--- src/rtl/cmd_parser_pkg.sv ---
package cmd_parser_pkg;
   // Control codes of the native command set
   localparam logic [7:0] B_STX = 8'h02, B_ENQ = 8'h05, B_BEL = 8'h07, B_BS  = 8'h08;
   localparam logic [7:0] B_HT  = 8'h09, B_LF  = 8'h0A, B_VT  = 8'h0B, B_FF  = 8'h0C;
   localparam logic [7:0] B_CR  = 8'h0D, B_SO  = 8'h0E, B_SI  = 8'h0F, B_DLE = 8'h10;
   localparam logic [7:0] B_DC1 = 8'h11, B_DC2 = 8'h12, B_DC3 = 8'h13, B_DC4 = 8'h14;
   localparam logic [7:0] B_ETB = 8'h17, B_EM  = 8'h19, B_SUB = 8'h1A, B_ESC = 8'h1B;
   localparam logic [7:0] B_FS  = 8'h1C, B_GS  = 8'h1D, B_RS  = 8'h1E, B_US  = 8'h1F;
   localparam logic [7:0] B_A   = 8'h41, B_B   = 8'h42, B_E   = 8'h45, B_F   = 8'h46;
   localparam logic [7:0] B_I   = 8'h49, B_J   = 8'h4A, B_RBR = 8'h5D, B_TIL = 8'h7E;
   localparam logic [7:0] B_QM  = 8'h3F, B_AT  = 8'h40, B_NINE = 8'h39, B_ZERO = 8'h30;
   localparam logic [3:0] ESC_STEP_HI = 4'h3;  // ESC n: upper nibble of n
   // Keypad codes seen on the key port
   localparam logic [7:0] KEY_ENTER = 8'h45, KEY_FUNCTION_KEY = 8'h46, KEY_CLEAR = 8'h43;
   // Parameter byte tag 01xxxxxx
   localparam logic [1:0] TAG_01 = 2'b01;
   // Counts
   localparam int        DISP_LEN  = 16;
   localparam int        KEY_DEPTH = 16;
   localparam logic [9:0] GFX_MAX60 = 10'd480, GFX_MAX120 = 10'd960;
   localparam int        BUF_ROOM  = 1000;
   localparam logic [6:0] CUT_9W = 7'd33, CUT_24W = 7'd50;
   // APB map
   localparam logic [7:0] A_CTRL = 8'h00, A_STATUS = 8'h04, A_CFG = 8'h08;
   localparam int CTRL_BLOCK = 0, CTRL_WIDE24 = 1;
   // Config byte 1 fields (01PVHFCS) and byte 2 (01LEIBDQ)
   localparam int F_P = 5, F_V = 4, F_H = 3, F_F = 2, F_C = 1, F_S = 0;
   localparam int F_L = 5, F_E = 4, F_I = 3, F_B = 2, F_D = 1, F_Q = 0;

   typedef enum logic [1:0] {CPI_10, CPI_12, CPI_17} pitch_t;
   typedef enum logic [1:0] {Q_NORMAL, Q_CORR, Q_DRAFT} qual_t;
   typedef enum logic [4:0] {
      C_CHAR, C_LINE, C_LF, C_REV, C_VT, C_STEP120, C_STEP216, C_EJECT,
      C_BLANKS, C_ENV_TOP, C_ENV_LEFT, C_FLUSH, C_ALT, C_RAW_ALT,
      C_DISP_UP, C_DISP_LO, C_GFX60, C_GFX120, C_DOTS
   } cmd_code_t;
   typedef enum logic [3:0] {
      P_IDLE, P_ESC, P_TIL, P_RS, P_STX_X, P_STX_Y, P_HT1, P_HT2,
      P_VT, P_ESCJ, P_DISP, P_WAIT, P_ALT
   } pstate_t;
   typedef enum logic [1:0] {T_IDLE, T_STAT, T_KEYS, T_TWO} tstate_t;

   typedef struct packed {
      logic wide, high, bold, under;
   } attr_t;
   typedef struct packed {
      logic  permanent, lpi5, script, lock, enter_conf, down_ins, bottom_ins, quiet;
      pitch_t pitch;
      qual_t  quality;
   } cfg_t;
   typedef struct packed {
      cmd_code_t code;
      logic [7:0] arg;
      logic [3:0] idx;
      attr_t      attr;
   } cmd_t;
   typedef struct packed {
      pstate_t    ps;
      logic [4:0] cnt;      // Display byte counter
      logic       disp_lo;  // Display target line
      logic       wait_sub; // Delayed action: status or display
      logic [7:0] cfg1;
      logic [1:0] ctrl;
      attr_t      attr;
      cfg_t       cfg;
      logic       gfx, gfx120;
      logic [9:0] gcnt;
      logic       cv;       // Command slot full
      cmd_t       cmd;
      logic       hv;       // Held movement command
      cmd_t       held;
      logic       ign, fault;
      tstate_t    ts;
      logic       tv;
      logic [7:0] td, b1;
      logic [4:0] ti;
      logic [KEY_DEPTH-1:0][7:0] kbuf;
      logic [4:0] kcnt, scnt;
      logic [7:0] cfg2;
   } st_t;
endpackage : cmd_parser_pkg

--- src/rtl/cmd_parser.sv ---
// Chosen here: register access over APB and the address map.
`timescale 1ns/10ps
module cmd_parser import cmd_parser_pkg::*; #(
   parameter int BUF_W = 12          // Width of free-space count
) (
   input  wire logic             clock_i,
   input  wire logic             rst_b_i,
   // APB slave
   input  wire logic             psel_i,
   input  wire logic             penable_i,
   input  wire logic             pwrite_i,
   input  wire logic [7:0]       paddr_i,
   input  wire logic [31:0]      pwdata_i,
   output logic      [31:0]      prdata_o,
   output logic                  pready_o,
   output logic                  pslverr_o,
   // Host byte stream
   input  wire logic             rx_valid_i,
   input  wire logic [7:0]       rx_data_i,
   input  wire logic             rx_err_i,
   output logic                  rx_ready_o,
   // Reply bytes to host
   output logic                  tx_valid_o,
   output logic      [7:0]       tx_data_o,
   input  wire logic             tx_ready_i,
   // Commands to print engine, display and buffer
   output logic                  cmd_valid_o,
   output cmd_t                  cmd_o,
   input  wire logic             cmd_ready_i,
   output cfg_t                  cfg_o,
   output logic      [6:0]       speed_cut_o,
   output logic                  alt_mode_o,
   // Mechanism state
   input  wire logic             document_loaded_flag_i,
   input  wire logic             paper_stuck_flag_i,
   input  wire logic             activity_flag_i,
   input  wire logic             buf_empty_i,
   input  wire logic [BUF_W-1:0] buf_free_i,
   input  wire logic [7:0]       line_cnt_i,
   input  wire logic [7:0]       step_cnt_i,
   input  wire logic [7:0]       len_lines_i,
   input  wire logic [7:0]       len_steps_i,
   // Keypad
   input  wire logic             key_valid_i,
   input  wire logic [7:0]       key_code_i
);
   st_t        s_r, s_nxt;   // Whole state
   logic [7:0] status;       // Status byte
   logic       take;         // Byte accepted this cycle
   logic       stall;        // Second held movement would be lost
   logic       idle;         // Engine and queue empty

   // Status byte assembly
   always_comb begin
      status = {TAG_01, document_loaded_flag_i, s_r.fault, paper_stuck_flag_i,
                (s_r.kcnt != '0), activity_flag_i,
                buf_empty_i || (32'(buf_free_i) >= BUF_ROOM)};
   end

   // Idle means no engine activity, no command in the slot and no held movement
   assign idle       = !activity_flag_i && !s_r.cv && !s_r.hv;
   assign rx_ready_o = !s_r.cv && !s_r.tv && s_r.ps != P_WAIT && !stall;
   assign take       = rx_valid_i && rx_ready_o;
   assign tx_valid_o = s_r.tv;
   assign tx_data_o  = s_r.td;
   assign cmd_valid_o = s_r.cv;
   assign cmd_o      = s_r.cmd;
   assign cfg_o      = s_r.cfg;
   assign alt_mode_o = s_r.ps == P_ALT;
   assign speed_cut_o = !s_r.attr.bold ? 7'd0 : (s_r.ctrl[CTRL_WIDE24] ? CUT_24W : CUT_9W);
   assign pready_o   = 1'b1;

   // APB read mux and error on unmapped address
   always_comb begin
      prdata_o  = '0;
      pslverr_o = 1'b0;
      unique case (paddr_i)
         A_CTRL:   prdata_o = {30'd0, s_r.ctrl};
         A_STATUS: prdata_o = {24'd0, status};
         A_CFG:    prdata_o = {16'd0, s_r.cfg2, s_r.cfg1};
         default:  pslverr_o = psel_i && penable_i;
      endcase
   end

   // Next state: parser, reply sender, key buffer, registers
   always_comb begin
      logic       ev;        // Command produced by this byte
      cmd_t       ec;
      logic       feed;      // Byte ends line attributes
      logic [7:0] b;
      logic [4:0] base;
      ev    = 1'b0;
      ec    = '{code: C_CHAR, arg: 8'h00, idx: 4'h0, attr: s_r.attr};
      feed  = 1'b0;
      b     = rx_data_i;
      base  = s_r.kcnt;
      stall = 1'b0;
      s_nxt = s_r;
      // Engine took the command
      if (s_r.cv && cmd_ready_i) begin
         s_nxt.cv = 1'b0;
      end
      // Reply sender
      if (s_r.tv && tx_ready_i) begin
         s_nxt.tv = 1'b0;
         unique case (s_r.ts)
            T_KEYS: begin
               if (s_r.ti < s_r.kcnt) begin
                  s_nxt.tv = 1'b1;
                  s_nxt.td = s_r.kbuf[s_r.ti[3:0]];
                  s_nxt.ti = s_r.ti + 5'd1;
               end else if (s_r.td != B_QM) begin
                  s_nxt.tv = 1'b1;
                  s_nxt.td = B_QM;
               end else begin
                  s_nxt.kcnt = '0;
                  s_nxt.scnt = '0;
                  s_nxt.ts   = T_IDLE;
               end
            end
            T_TWO: begin
               s_nxt.tv = 1'b1;
               s_nxt.td = s_r.b1;
               s_nxt.ts = T_STAT;
            end
            default: s_nxt.ts = T_IDLE;
         endcase
      end
      // Delayed status or display load waits for idle
      if (s_r.ps == P_WAIT && idle && !s_r.tv) begin
         s_nxt.ps = s_r.wait_sub ? P_IDLE : P_DISP;
         if (s_r.wait_sub) begin
            s_nxt.tv = 1'b1;
            s_nxt.td = status;
            s_nxt.ts = T_STAT;
         end
      end
      // Byte decoder, one byte at a time in arrival order
      if (rx_valid_i && !s_r.cv && !s_r.tv && s_r.ps != P_WAIT) begin
         if (rx_err_i && s_r.ps != P_ALT) begin
            s_nxt.fault = 1'b1;
            if (s_r.ctrl[CTRL_BLOCK]) s_nxt.ign = 1'b1;
            else b = B_AT;
         end
         if ((s_r.ign || (rx_err_i && s_r.ctrl[CTRL_BLOCK])) && b != B_ENQ) begin
            // Dropped until the next enquiry
         end else begin
            unique case (s_r.ps)
               P_IDLE: begin
                  unique case (b)
                     B_CR:  begin ev = 1'b1; ec.code = C_LINE; feed = 1'b1; end
                     B_LF:  begin ev = 1'b1; ec.code = C_LF; feed = 1'b1; end
                     B_BS:  begin ev = 1'b1; ec.code = C_REV; feed = 1'b1; end
                     B_FF:  begin ev = 1'b1; ec.code = C_EJECT; feed = 1'b1; end
                     B_VT:  s_nxt.ps = P_VT;
                     B_SO:  s_nxt.attr.wide = 1'b1;
                     B_SI:  s_nxt.attr.wide = 1'b0;
                     B_US:  s_nxt.attr.under = !s_r.attr.under;
                     B_RS:  s_nxt.ps = P_RS;
                     B_STX: s_nxt.ps = P_STX_X;
                     B_HT:  s_nxt.ps = P_HT1;
                     B_ESC: s_nxt.ps = P_ESC;
                     B_DC4: begin ev = 1'b1; ec.code = C_FLUSH; end
                     B_BEL, B_FS: begin
                        s_nxt.ps = P_DISP;
                        s_nxt.disp_lo = b == B_FS;
                        s_nxt.cnt = '0;
                     end
                     B_DC3, B_ETB, B_GS: begin
                        s_nxt.ps = P_WAIT;
                        s_nxt.wait_sub = 1'b0;
                        s_nxt.disp_lo = b == B_GS;
                        s_nxt.cnt = '0;
                     end
                     B_ENQ: begin
                        s_nxt.tv = 1'b1;
                        s_nxt.td = status;
                        s_nxt.ts = T_STAT;
                        s_nxt.ign = 1'b0;
                        s_nxt.fault = rx_err_i;
                        if (s_r.hv) begin
                           s_nxt.cv  = 1'b1;
                           s_nxt.cmd = s_r.held;
                           s_nxt.hv  = 1'b0;
                        end
                     end
                     B_SUB: begin
                        s_nxt.ps = P_WAIT;
                        s_nxt.wait_sub = 1'b1;
                     end
                     B_DC1, B_DLE: begin
                        s_nxt.tv = 1'b1;
                        s_nxt.ts = T_KEYS;
                        s_nxt.td = s_r.kcnt == '0 ? B_QM : s_r.kbuf[0];
                        s_nxt.ti = s_r.kcnt == '0 ? '0 : 5'd1;
                     end
                     B_DC2, B_EM: begin
                        s_nxt.tv = 1'b1;
                        s_nxt.ts = T_TWO;
                        s_nxt.td = b == B_DC2 ? line_cnt_i : len_lines_i;
                        s_nxt.b1 = b == B_DC2 ? step_cnt_i : len_steps_i;
                     end
                     default: begin
                        ev = 1'b1;
                        ec.arg = b;
                        if (s_r.gfx) begin
                           ec.code = C_DOTS;
                           ec.arg  = {2'b00, b[5:0]};
                           ev = s_r.gcnt < (s_r.gfx120 ? GFX_MAX120 : GFX_MAX60);
                           s_nxt.gcnt = s_r.gcnt + 10'd1;
                        end
                     end
                  endcase
               end
               P_ESC: begin
                  s_nxt.ps = P_IDLE;
                  unique case (b)
                     B_SO: s_nxt.attr.high = 1'b1;
                     B_SI: s_nxt.attr.high = 1'b0;
                     B_E:  s_nxt.attr.bold = 1'b1;
                     B_F:  s_nxt.attr.bold = 1'b0;
                     B_J:  s_nxt.ps = P_ESCJ;
                     B_RBR: begin ev = 1'b1; ec.code = C_REV; feed = 1'b1; end
                     B_TIL: s_nxt.ps = P_TIL;
                     B_A, B_B: begin
                        ev = 1'b1;
                        ec.code = b == B_A ? C_GFX60 : C_GFX120;
                        s_nxt.gfx = 1'b1;
                        s_nxt.gfx120 = b == B_B;
                        s_nxt.gcnt = '0;
                     end
                     default: begin
                        if (b[7:4] == ESC_STEP_HI) begin
                           ev = 1'b1;
                           ec.code = C_STEP120;
                           ec.arg = {4'h0, b[3:0]};
                           feed = 1'b1;
                        end
                     end
                  endcase
               end
               P_TIL: begin
                  s_nxt.ps = b == B_I ? P_ALT : P_IDLE;
                  ev = b == B_I;
                  ec.code = C_ALT;
               end
               P_ESCJ, P_VT: begin
                  s_nxt.ps = P_IDLE;
                  ev = 1'b1;
                  ec.code = s_r.ps == P_VT ? C_VT : C_STEP216;
                  ec.arg = b;
                  feed = 1'b1;
               end
               P_RS: begin
                  s_nxt.ps = P_IDLE;
                  ev = 1'b1;
                  ec.code = C_BLANKS;
                  ec.arg = {2'b00, b[5:0]};
               end
               P_STX_X, P_STX_Y: begin
                  s_nxt.ps = s_r.ps == P_STX_X ? P_STX_Y : P_IDLE;
                  ev = 1'b1;
                  ec.code = s_r.ps == P_STX_X ? C_ENV_TOP : C_ENV_LEFT;
                  ec.arg = {2'b00, b[5:0]};
               end
               P_HT1: begin
                  s_nxt.ps = P_HT2;
                  s_nxt.cfg1 = b;
               end
               P_HT2: begin
                  s_nxt.ps = P_IDLE;
                  s_nxt.cfg2 = b;
                  s_nxt.cfg.permanent = s_r.cfg1[F_P];
                  s_nxt.cfg.lpi5 = s_r.cfg1[F_V];
                  s_nxt.cfg.script = s_r.cfg1[F_F];
                  s_nxt.cfg.pitch = s_r.cfg1[F_S] ? CPI_17 :
                                    (s_r.cfg1[F_H] ? CPI_12 : CPI_10);
                  s_nxt.cfg.quality = (s_r.cfg1[F_C] && !s_r.cfg1[F_S]) ? Q_CORR :
                                      (!s_r.cfg1[F_C] && b[F_D]) ? Q_DRAFT : Q_NORMAL;
                  s_nxt.cfg.lock = b[F_L];
                  s_nxt.cfg.enter_conf = b[F_E];
                  s_nxt.cfg.down_ins = b[F_I];
                  s_nxt.cfg.bottom_ins = b[F_B];
                  s_nxt.cfg.quiet = b[F_Q];
               end
               P_DISP: begin
                  ev = 1'b1;
                  ec.code = s_r.disp_lo ? C_DISP_LO : C_DISP_UP;
                  ec.arg = b;
                  ec.idx = s_r.cnt[3:0];
                  s_nxt.cnt = s_r.cnt + 5'd1;
                  if (s_r.cnt == 5'(DISP_LEN - 1)) s_nxt.ps = P_IDLE;
               end
               P_ALT: begin
                  ev = 1'b1;
                  ec.code = C_RAW_ALT;
                  ec.arg = b;
               end
               default: s_nxt.ps = P_IDLE;
            endcase
         end
         // Feeds end line attributes and graphics lines
         if (feed) begin
            s_nxt.attr = '0;
            s_nxt.gfx  = 1'b0;
         end
         // Movement in block mode waits for an enquiry
         if (ev && feed && s_r.ctrl[CTRL_BLOCK]) begin
            if (s_r.hv) begin
               stall = 1'b1;
               s_nxt = s_r;
               s_nxt.cv = s_r.cv && !cmd_ready_i;
            end else begin
               s_nxt.hv = 1'b1;
               s_nxt.held = ec;
            end
         end else if (ev) begin
            s_nxt.cv  = 1'b1;
            s_nxt.cmd = ec;
         end
      end
      // APB write after the decoder, so a stalled byte cannot undo it
      if (psel_i && penable_i && pwrite_i && paddr_i == A_CTRL) begin
         s_nxt.ctrl = pwdata_i[1:0];
      end
      // Keypad: digits staged, committed by any non-digit key that still fits in the buffer, except CLEAR,
      // or FUNCTION_KEY when the first staged digit is 9, which drop them
      if (key_valid_i && s_r.ts != T_KEYS) begin
         if (key_code_i == KEY_CLEAR) begin
            s_nxt.scnt = '0;
         end else if (key_code_i == KEY_FUNCTION_KEY && s_r.scnt != '0 && s_r.kbuf[base[3:0]] == B_NINE) begin
            s_nxt.scnt = '0;
         end else if (32'(s_r.kcnt) + 32'(s_r.scnt) < KEY_DEPTH) begin
            s_nxt.kbuf[4'(s_r.kcnt + s_r.scnt)] = key_code_i;
            if (key_code_i >= B_ZERO && key_code_i <= B_NINE) begin
               s_nxt.scnt = s_r.scnt + 5'd1;
            end else begin
               s_nxt.kcnt = s_r.kcnt + s_r.scnt + 5'd1;
               s_nxt.scnt = '0;
            end
         end
      end
   end

   // State register
   always_ff @(posedge clock_i or negedge rst_b_i) begin
      if (!rst_b_i) begin
         s_r <= '0;
      end else begin
         s_r <= s_nxt;
      end
   end
endmodule : cmd_parser

--- config.mk ---
export PLATFORM = sky130hd
export DESIGN_NAME = cmd_parser
export DESIGN_NICKNAME = d
export VERILOG_FILES = /design/src/rtl/cmd_parser_pkg.sv /design/src/rtl/cmd_parser.sv
export SDC_FILE = /design/constraint.sdc
export NUM_CORES = 1
export LEC_CHECK = 0
export ABC_AREA = 0
export CORE_UTILIZATION = 30
export CTS_CLUSTER_DIAMETER = 120
export DETAILED_ROUTE_END_ITERATION = 8
export DONT_BUFFER_PORTS = 1
export PLACE_DENSITY = 0.42
export REMOVE_ABC_BUFFERS = 1
export SLEW_MARGIN = 15
export SYNTH_ARGS = -nofsm -noshare
export SYNTH_HDL_FRONTEND = slang
export SYNTH_SLANG_ARGS = --single-unit
--- constraint.sdc ---
create_clock -name clock_i -period 2.8 [get_ports clock_i]
set_input_delay 0.56 -clock clock_i [delete_from_list [all_inputs] [get_ports clock_i]]
set_output_delay 0.56 -clock clock_i [all_outputs]
set_load 0.05 [all_outputs]
==> results of run 1 <==
critical path: cells and delay by family (launching register included):
family                 cells  cell delay, ns
AOI/OAI and AO/OA          2            0.32
buffers and inverters      2            0.28
and+or+nand+nor            4            0.95
DFF                        1            0.43
timing repair:
item / 4_1_cts / 5_1_grt
gates resized for setup: 55 / 126
endpoints found under the hold margin: 265 / 265
setup endpoints to repair: 145 / 223
buffers inserted: 21 / 15
gates cloned: 0 / 6
pin swaps: 12 / 24
state kept, by name, indices dropped and copies added, names as in the netlist:
signal,flops
cfg_o,12
cmd_o,21
cmd_valid_o,1
s_r,222
tx_data_o,8
tx_valid_o,1
metrics by stage:
step	worst slack, ns	cell area [um2]	power, mW	cells
after floorplan	-1.17	14400	9.77	1322
after CTS	-0.306	18800	17.6	2267
after global routing	-0.367	19400	18.9	2282
after global placement	-0.294	17200	12.5	2184
after detailed placement	-0.300	17200	12.6	2184
final	-0.308	19400	18.0	2282
cells by family after synthesis:
family | synth area share, %
and+or+nand+nor | 15.6
AOI/OAI and AO/OA | 13.9
DFF | 43.6
muxes | 18.0
buffers and inverters | 6.38
adders and majority gates | 1.78
xor gates and xnor gates | 0.634
other | 0.0494
cell type report:
type / instances / area (um2) / share of cell area [%]
timing repair buffer: 225 / 2320 / 12.0
tap: 672 / 841 / 4.33
clock buffer: 52 / 1030 / 5.30
inverter: 39 / 151 / 0.780
multi-input combinational: 1019 / 8270 / 42.6
clock inverter: 10 / 165 / 0.851
sequential: 265 / 6640 / 34.2
routing by layer:
metal	wire length [um]	track usage, %	vias up
met5	0	0	-
met4	1220	5.76	0
met3	3150	4.01	70
met2	23800	31.5	363
met1	23500	27.1	6000
li1	-	-	5583
power by group through the flow:
stage	Combinational, mW	Clock, mW	Sequential [mW]
global placement	6.19	0	6.33
floorplan	3.55	0	6.22
detailed placement	6.24	0	6.35
global route	7.48	4.96	6.50
CTS	6.53	4.82	6.29
finish	7.01	4.65	6.34
worst paths after layout:
kind	endpoint	from	cells after the start	slack (ns)
max	rx_ready_o	s_r[264]	8	-0.31
min	cfg_o[0]	rst_b_i	0	-0.26
max reg2reg	cfg_o[11]	s_r[264]	12	-0.19
min reg2reg	s_r[0]	s_r[0]	1	0.46
max in group asynchronous	s_r[109]	rst_b_i	0	2.56
min in group clock_i	s_r[135]	key_code_i[5]	1	0.15
placed cells by master (no fill, tap or decap), drive strengths merged, types with 6 or more instances in the layout:
| cell | instances |
|---|---|
| nor2b | 17 |
| clkinv | 7 |
| a22oi | 7 |
| mux2i | 27 |
| nor3b | 9 |
| o31ai | 13 |
| mux2 | 139 |
| nor4b | 8 |
| nor3 | 24 |
| conb | 20 |
| xnor2 | 6 |
| o221ai | 8 |
| a22o | 12 |
| nand4 | 26 |
| o22ai | 9 |
| mux4 | 40 |
| dfrtp | 265 |
| o211ai | 17 |
| a221o | 7 |
| and2 | 28 |
| a21oi | 58 |
| a21o | 20 |
| buf | 221 |
| nand3 | 48 |
| ha | 20 |
| clkbuf | 56 |
| nand2 | 131 |
| and3 | 9 |
| o21ai | 99 |
| nor4bb | 22 |
| inv | 38 |
| nor4 | 16 |
| a31oi | 16 |
| nor2 | 65 |
| nand2b | 12 |
| or3 | 8 |
==> impl_metrics.toml, run 1 <==
[route]
drcViolationCount = 0
drt-total-wl_mm = 51.7
num_vias = 12000
wl_per_cell_um = 22.6
vias_per_cell = 5.27
antenna_left = 0
first_iter_violations = 759
first_pass_iters = 5

[power_and_ir_drop]
p_leak_nw = 8.60
intPower_mw = 11.5
ir_drop_v = 0.000530
powerDensity_mw_per_mm2 = 928
power_frac_clock_pct = 25.8
switching_share_pct = 36.3
combinationalPowerShare_pct = 38.9
power_switching_mw = 6.54
seqPwrFrac_pct = 35.2

[logic_synthesis]
syn_avg_cell_area_um2 = 10.5
synthArstFlopShare_pct = 100
yosysMostFrequentCell = "dfrtp_1"
synth_area_leaders = "dfrtp_1, mux2_2, mux4_2, nand2_1, o21ai_0"
synth_top_area_share_pct = 43.6
synth.cell_area_mm2 = 0.0152
ys_seq_area_share_pct = 43.6
synthCells = 1452
yosysTopAreaCell = "dfrtp_1"
synth_edf_count = 0
synthTopCellsByCount = "dfrtp_1, mux2_2, nand2_1"
yosysWarnings = 0
synth.distinct_cells = 83
ys_ff_latch = 265
synth-main-ff-cell = "dfrtp_1"

[sta]
final_hold_viol_count = 265
tightest_slew_ns = 0.829
fin_crit_ns = 3.11
rsz0062_at_grt = "true"
timing.hold.ws_ns = -0.260
final_max_slew_viol_count = 0
period_share_pct = 111
skew_ns = 0.0275
max_freq_mhz = 322
setup_viol = 31
relSlewSlack_pct = 44.2
worst_slack_ns = -0.308
finalSetupTns_ns = -2.77

[die]
rows = 82
ios = 200
initial_utilization_pct = 30.3
dieArea_mm2 = 0.0515
core_region_area_mm2 = 0.0501
fp.dieW_um = 227
die_h_um = 227

[critical_path]
required_ns = 2.24
arrival_ns = 2.55
crit_chain = "buf_6 > or3_4 > nor4_4 > a2bb2o_4 > o21a_1 > nand4_1 > and2_4 > buf_12"
worstPathMaxFanout = 5
worstSetupEndpointType = "output pin"
cpPeakStageDelay_ns = 0.43
critPathKind = "reg -> out"
critPathLaunchType = "register"
crit_path_top_delay_cell = "dfrtp_2"

[placement]
portBuffers = 0
gp_congestion = 0.882
dp_hpwl_mm = 36.9

[grt]
grt-ovfl-total = 0
grt_pass1_vias = 12000
grt_usage_pct = 19.8
grt_pass1_wl_mm = 76.3
grt_max_degree = 266
antenna_found_initial = 0

[finish]
area_growth_syn_to_layout_pct = 27.8
fillers = 4992
drive_gt1_share_pct = 35.3
finalNetCount = 1720
fin_util_pct = 38.8
antenna_cells = 0

[clock_network]
numCtsBuffers = 35
cts.sinks = 265
clk_pin_slew_ns = 0.06
cts-root-buf = "clkbuf_16"
htree_num_levels = 2
cts_buffer_depth = 3
cts_tree = "done"
clock_latency_ns = 0.56

[job]
cap_violations = 0

[status]
violations = "negative hold slack, negative setup slack"
status = "finished, violations left"

[worst_hold_path]
hold_path.class = "in -> async"
(Power assumes the default switching activity.)
==> run 2: changes to the inputs <==
--- a/config.mk
+++ b/config.mk
@@ -6,11 +6,14 @@
 export NUM_CORES = 1
 export LEC_CHECK = 0
 export ABC_AREA = 0
+export CAP_MARGIN = 40
+export CELL_PAD_IN_SITES_DETAIL_PLACEMENT = 1
+export CELL_PAD_IN_SITES_GLOBAL_PLACEMENT = 1
 export CORE_UTILIZATION = 30
 export CTS_CLUSTER_DIAMETER = 120
 export DETAILED_ROUTE_END_ITERATION = 8
 export DONT_BUFFER_PORTS = 1
-export PLACE_DENSITY = 0.42
+export PLACE_DENSITY = 0.51
 export REMOVE_ABC_BUFFERS = 1
 export SLEW_MARGIN = 15
 export SYNTH_ARGS = -nofsm -noshare
==> run 2 against run 1 <==
  * The flow still finishes with violations (negative hold slack, negative setup slack)
  * Register-to-register slack about the same
  * Largest cell class unchanged
  * Final cell count about the same
  * Wire length up 5.2%
  * Flip-flop and latch count unchanged
  * Critical endpoint unchanged
  * Utilization up 0.28 points
  * Clock power up 2%
==> impl_metrics.toml, run 2 (synthesis results as in run 1) <==
[route]
num_vias = 12200
vias_per_cell = 5.37
drt-total-wl_mm = 54.4
drcViolationCount = 0
first_pass_iters = 5
first_iter_violations = 700
antenna_left = 0
wl_per_cell_um = 23.8

[finish]
final_area_mm2 = 0.0196
antenna_cells = 0
final_cell_count_no_fill = 2281
regMostFlops = "s_r"
final_common_cell = "dfrtp_1"
largest_reg_flops = 222
fillers = 5506
final_cell_mix = "dfrtp_1, buf_4, nand2_1, mux2_2, o21ai_0"
fin_util_pct = 39.0
regArea_mm2 = 0.00664
drive_gt1_share_pct = 34.9
area_growth_syn_to_layout_pct = 28.7
finalNetCount = 1719
multi_input_area_mm2 = 0.00841

[placement]
dp_cells = 2192
dp_hpwl_mm = 39.5
placed_cell_area_mm2 = 0.0173
gp_congestion = 0.881
place_ws_ns = -0.405
portBuffers = 0

[sta]
relSlewSlack_pct = 50.5
final_hold_viol_count = 265
fin_crit_ns = 3.09
skew_ns = 0.0274
finalSetupTns_ns = -2.52
period_share_pct = 110
tightest_slew_ns = 0.742
final_max_slew_viol_count = 0
worst_slack_ns = -0.291
setup_viol = 43
rsz0062_at_grt = "true"
timing.hold.ws_ns = -0.268
max_freq_mhz = 324

[grt]
grt_usage_pct = 20.8
grt_pass1_vias = 12600
antenna_found_initial = 1
grt-ovfl-total = 0
grt_pass1_wl_mm = 80.2
grt_max_degree = 266

[critical_path]
ff2ff_setup_slack_ns = -0.20
r2r_cells = 12
worstPathMaxFanout = 6
required_ns = 2.24
worstSetupEndpointType = "output pin"
r2r-start = "s_r[263]"
arrival_ns = 2.53
critPathLaunchType = "register"
r2r-end = "cfg_o[11]"
critPathKind = "reg -> out"

[clock_network]
numCtsBuffers = 35
cts.sinks = 265
cts_tree = "done"
clock_latency_ns = 0.56
htree_num_levels = 2
cts-root-buf = "clkbuf_16"
clk_pin_slew_ns = 0.05
cts_buffer_depth = 3

[power_and_ir_drop]
ir_drop_v = 0.000790
seqPwrFrac_pct = 34.6
power_switching_mw = 6.66
intPower_mw = 11.8
p_leak_nw = 8.78
combinationalPowerShare_pct = 39.6
power_frac_clock_pct = 25.8
switching_share_pct = 36.1
powerDensity_mw_per_mm2 = 942

[die]
ios = 200
die_h_um = 227
rows = 82
core_region_area_mm2 = 0.0501
fp.dieW_um = 227
initial_utilization_pct = 30.3
dieArea_mm2 = 0.0515

[worst_hold_path]
hold_path.class = "in -> async"

[status]
status = "finished, violations left"
violations = "negative hold slack, negative setup slack"

[job]
cap_violations = 0
-- run 2: cell types whose count changed in the layout (fill, tap and decap cells not counted), sizes merged --
cell,previous run,this run
buf,221,222
clkinv,7,9
o211ai,17,16
bufinv,3,5
clkbuf,56,51
-- run 2: critical path, stage by stage (launching register included) --
cell	delay, ns
dfrtp_1	0.42
buf_6	0.16
or3_4	0.41
nor4_4	0.19
a2bb2o_4	0.19
o21a_1	0.14
nand4_1	0.12
and2_4	0.21
buf_12	0.14
-- run 2: power groups by stage --
stage	sequential [mW]	combinational [mW]	clock (mW)
final	6.37	7.30	4.75
after global routing	6.53	7.79	5.01
after CTS	6.33	6.75	4.90
after detailed placement	6.36	6.37	0
after global placement	6.32	6.26	0
after floorplan	6.22	3.55	0
-- run 2: stage by stage --
stage	hold WS, ns	power (mW)
2_1_floorplan	0.264	9.77
3_3_place_gp	0.285	12.6
3_5_place_dp	0.285	12.7
4_1_cts	-0.311	18.0
5_1_grt	-0.300	19.3
6_report	-0.268	18.4
-- run 2: worst max path at each step --
stage / startpoint / endpoint / slack (ns)
4_1_cts: s_r[262] / rx_ready_o / -0.33
6_report: s_r[262] / rx_ready_o / -0.29
3_5_place_dp: s_r[13] / s_r[136] / -0.40
3_3_place_gp: s_r[14] / s_r[139] / -0.34
5_1_grt: s_r[262] / rx_ready_o / -0.36
2_1_floorplan: s_r[264] / rx_ready_o / -1.17
-- run 2: timing repair --
| action | in CTS | in global routing |
|---|---|---|
| setup endpoints to repair | 164 | 201 |
| buffers inserted | 11 | 22 |
| gates resized for setup | 54 | 145 |
| endpoints found under the hold margin | 265 | 265 |
| pin swaps | 20 | 29 |
| gates cloned | 0 | 4 |
-- run 2: area by class of cell --
| class | count | area share, % |
|---|---|---|
| Sequential cell | 265 | 33.9 |
| Inverter | 39 | 0.774 |
| Multi-Input combinational cell | 1018 | 43.0 |
| Tap cell | 672 | 4.30 |
| Clock buffer | 48 | 5.04 |
| Timing Repair Buffer | 225 | 11.8 |
| Clock inverter | 14 | 1.13 |
-- run 2: layer usage --
metal  GRT usage, %  wire [um]
met3           4.53       2920
met5              0         11
met4           5.22       1230
met1           28.4      24900
met2           33.5      25300
==> run 3: changes to the inputs <==
--- a/config.mk
+++ b/config.mk
@@ -9,11 +9,12 @@
 export CAP_MARGIN = 40
 export CELL_PAD_IN_SITES_DETAIL_PLACEMENT = 1
 export CELL_PAD_IN_SITES_GLOBAL_PLACEMENT = 1
-export CORE_UTILIZATION = 30
+export CORE_UTILIZATION = 46
 export CTS_CLUSTER_DIAMETER = 120
 export DETAILED_ROUTE_END_ITERATION = 8
 export DONT_BUFFER_PORTS = 1
-export PLACE_DENSITY = 0.51
+export MAX_ROUTING_LAYER = met4
+export PLACE_DENSITY = 0.74
 export REMOVE_ABC_BUFFERS = 1
 export SLEW_MARGIN = 15
 export SYNTH_ARGS = -nofsm -noshare
==> run 3 against run 2 <==
  * The run ends with design-rule violations, negative hold slack, negative setup slack left
  * Cell area down 4.2%
  * Utilization up 19 points
  * Combinational power down 2%
  * Setup slack improved by 0.016 ns
  * Sequential share of layout area increased by 1.5 points
  * Hold slack worse by 0.056 ns
  * Critical path depth up 2
  * Clock skew up 0.0037 ns
  * First-iteration DRC count increased by 52%
  * Clock power fell by 3%
  * Critical path type is now reg -> reg
  * Largest power group unchanged
  * Highest routed layer is now met4
==> impl_metrics.toml, run 3 (synthesis results as in run 1) <==
[clock_network]
htree_num_levels = 1
numCtsBuffers = 31
clock_latency_ns = 0.60
clk_pin_slew_ns = 0.07
cts.sinks = 265
cts_buffer_depth = 3
cts_tree = "done"
cts-root-buf = "clkbuf_16"

[grt]
grt-ovfl-total = 0
grt_usage_pct = 34.4
grt_max_degree = 266
antenna_found_initial = 0
grt_pass1_vias = 13600
grt_pass1_wl_mm = 85.5

[critical_path]
worstSetupEndpointType = "register"
required_ns = 3.29
worstPathMaxFanout = 8
critPathLaunchType = "register"
critPathKind = "reg -> reg"
arrival_ns = 3.56

[job]
cap_violations = 0

[sta]
final_max_slew_viol_count = 0
final_hold_viol_count = 265
fin_crit_ns = 3.08
worst_slack_ns = -0.275
setup_viol = 137
rsz0062_at_grt = "true"
max_freq_mhz = 325
skew_ns = 0.0312
relSlewSlack_pct = 37.2
tightest_slew_ns = 0.936
period_share_pct = 110
timing.hold.ws_ns = -0.324

[finish]
final_cell_count_no_fill = 2024
final_common_cell = "dfrtp_1"
antenna_cells = 0
final_cell_mix = "dfrtp_1, buf_4, nand2_1, mux2_2, o21ai_0"
multi_input_area_mm2 = 0.00823
largest_reg_flops = 222
drive_gt1_share_pct = 32.7
regMostFlops = "s_r"
finalNetCount = 1694
fillers = 3391
area_growth_syn_to_layout_pct = 23.3
regArea_mm2 = 0.00664

[placement]
dp_hpwl_mm = 37.9
dp_cells = 1946
portBuffers = 0
place_ws_ns = -0.344
gp_congestion = 0.945

[die]
dieArea_mm2 = 0.0338
die_h_um = 184
rows = 66
initial_utilization_pct = 46.7
core_region_area_mm2 = 0.0325
fp.dieW_um = 184
ios = 200

[route]
drcViolationCount = 1
wl_per_cell_um = 28.9
vias_per_cell = 6.51
antenna_left = 0
first_iter_violations = 1063
first_pass_iters = 7
num_vias = 13200
drt-total-wl_mm = 58.5

[worst_hold_path]
hold_path.class = "in -> async"

[power_and_ir_drop]
seqPwrFrac_pct = 36.2
combinationalPowerShare_pct = 38.9
ir_drop_v = 0.000766
intPower_mw = 11.3
power_switching_mw = 7.14
powerDensity_mw_per_mm2 = 986
p_leak_nw = 8.48
power_frac_clock_pct = 24.9
switching_share_pct = 38.6

[status]
violations = "design-rule violations, negative hold slack, negative setup slack"
status = "finished, violations left"
-- run 3: power by group through the flow --
stage | clock network (mW) | logic [mW] | registers [mW]
floorplan | 0 | 3.55 | 6.22
detailed placement | 0 | 6.06 | 6.43
finish | 4.60 | 7.18 | 6.69
CTS | 4.58 | 6.57 | 6.49
global placement | 0 | 5.82 | 6.30
global route | 4.77 | 7.49 | 6.74
-- run 3: timing repair --
| action | in CTS | in global routing |
|---|---|---|
| gates cloned | 0 | 0 |
| buffers inserted | 18 | 6 |
| pin swaps | 12 | 14 |
| setup endpoints to repair | 144 | 191 |
| resized for setup | 62 | 65 |
| hold endpoints to repair | 265 | 265 |
-- run 3: worst paths after layout --
path	from	endpoint	slack [ns]	cells after the start
hold / removal	rst_b_i	cfg_o[4]	-0.32	0
max in group asynchronous	rst_b_i	s_r[261]	2.36	0
setup reg to reg	s_r[16]	s_r[85]	-0.28	10
setup / recovery	s_r[16]	s_r[85]	-0.28	10
hold reg to reg	s_r[260]	s_r[260]	0.48	2
min in group clock_i	cmd_ready_i	cmd_valid_o	0.09	1
-- run 3: final cells by class --
cell class	instances	share of cell area (%)
clock inverters	17	1.44
well taps	442	2.95
clock buffers	39	4.62
inverters	39	0.795
repair buffers	204	10.8
flip-flops and latches	265	35.5
multi-input cells	1018	43.9
-- run 3: worst max-delay path: stages (launching register included) --
cell      delay [ns]
dfrtp_2         0.58
inv_1           0.23
a311oi_2        0.35
nand4_1         0.30
o221ai_4        0.18
a31oi_4         0.16
buf_4           0.18
nor2_4          0.22
nand3_1         0.23
buf_12          0.25
mux2_2          0.28
-- run 3: per-stage QoR --
stage	util [%]	power [mW]	setup TNS [ns]	cell area, um2
after CTS	56.6	17.6	-0.233	18400
after global routing	57.6	19.0	-21.16	18700
after floorplan	-	9.77	-65.22	14400
after global placement	51.7	12.1	-10.85	16800
after detailed placement	51.7	12.5	-25.62	16800
final	57.6	18.5	-22.96	18700
-- run 3: metal layers --
layer	part of all wire [%]	track usage, %	routed length (um)	up-vias
met3	7.6	6.85	4430	182
met2	48	55.7	28300	587
met4	4.5	12.4	2660	0
met1	40	42.8	23100	6870
li1	-	-	-	5532
met5	0	-	0	-
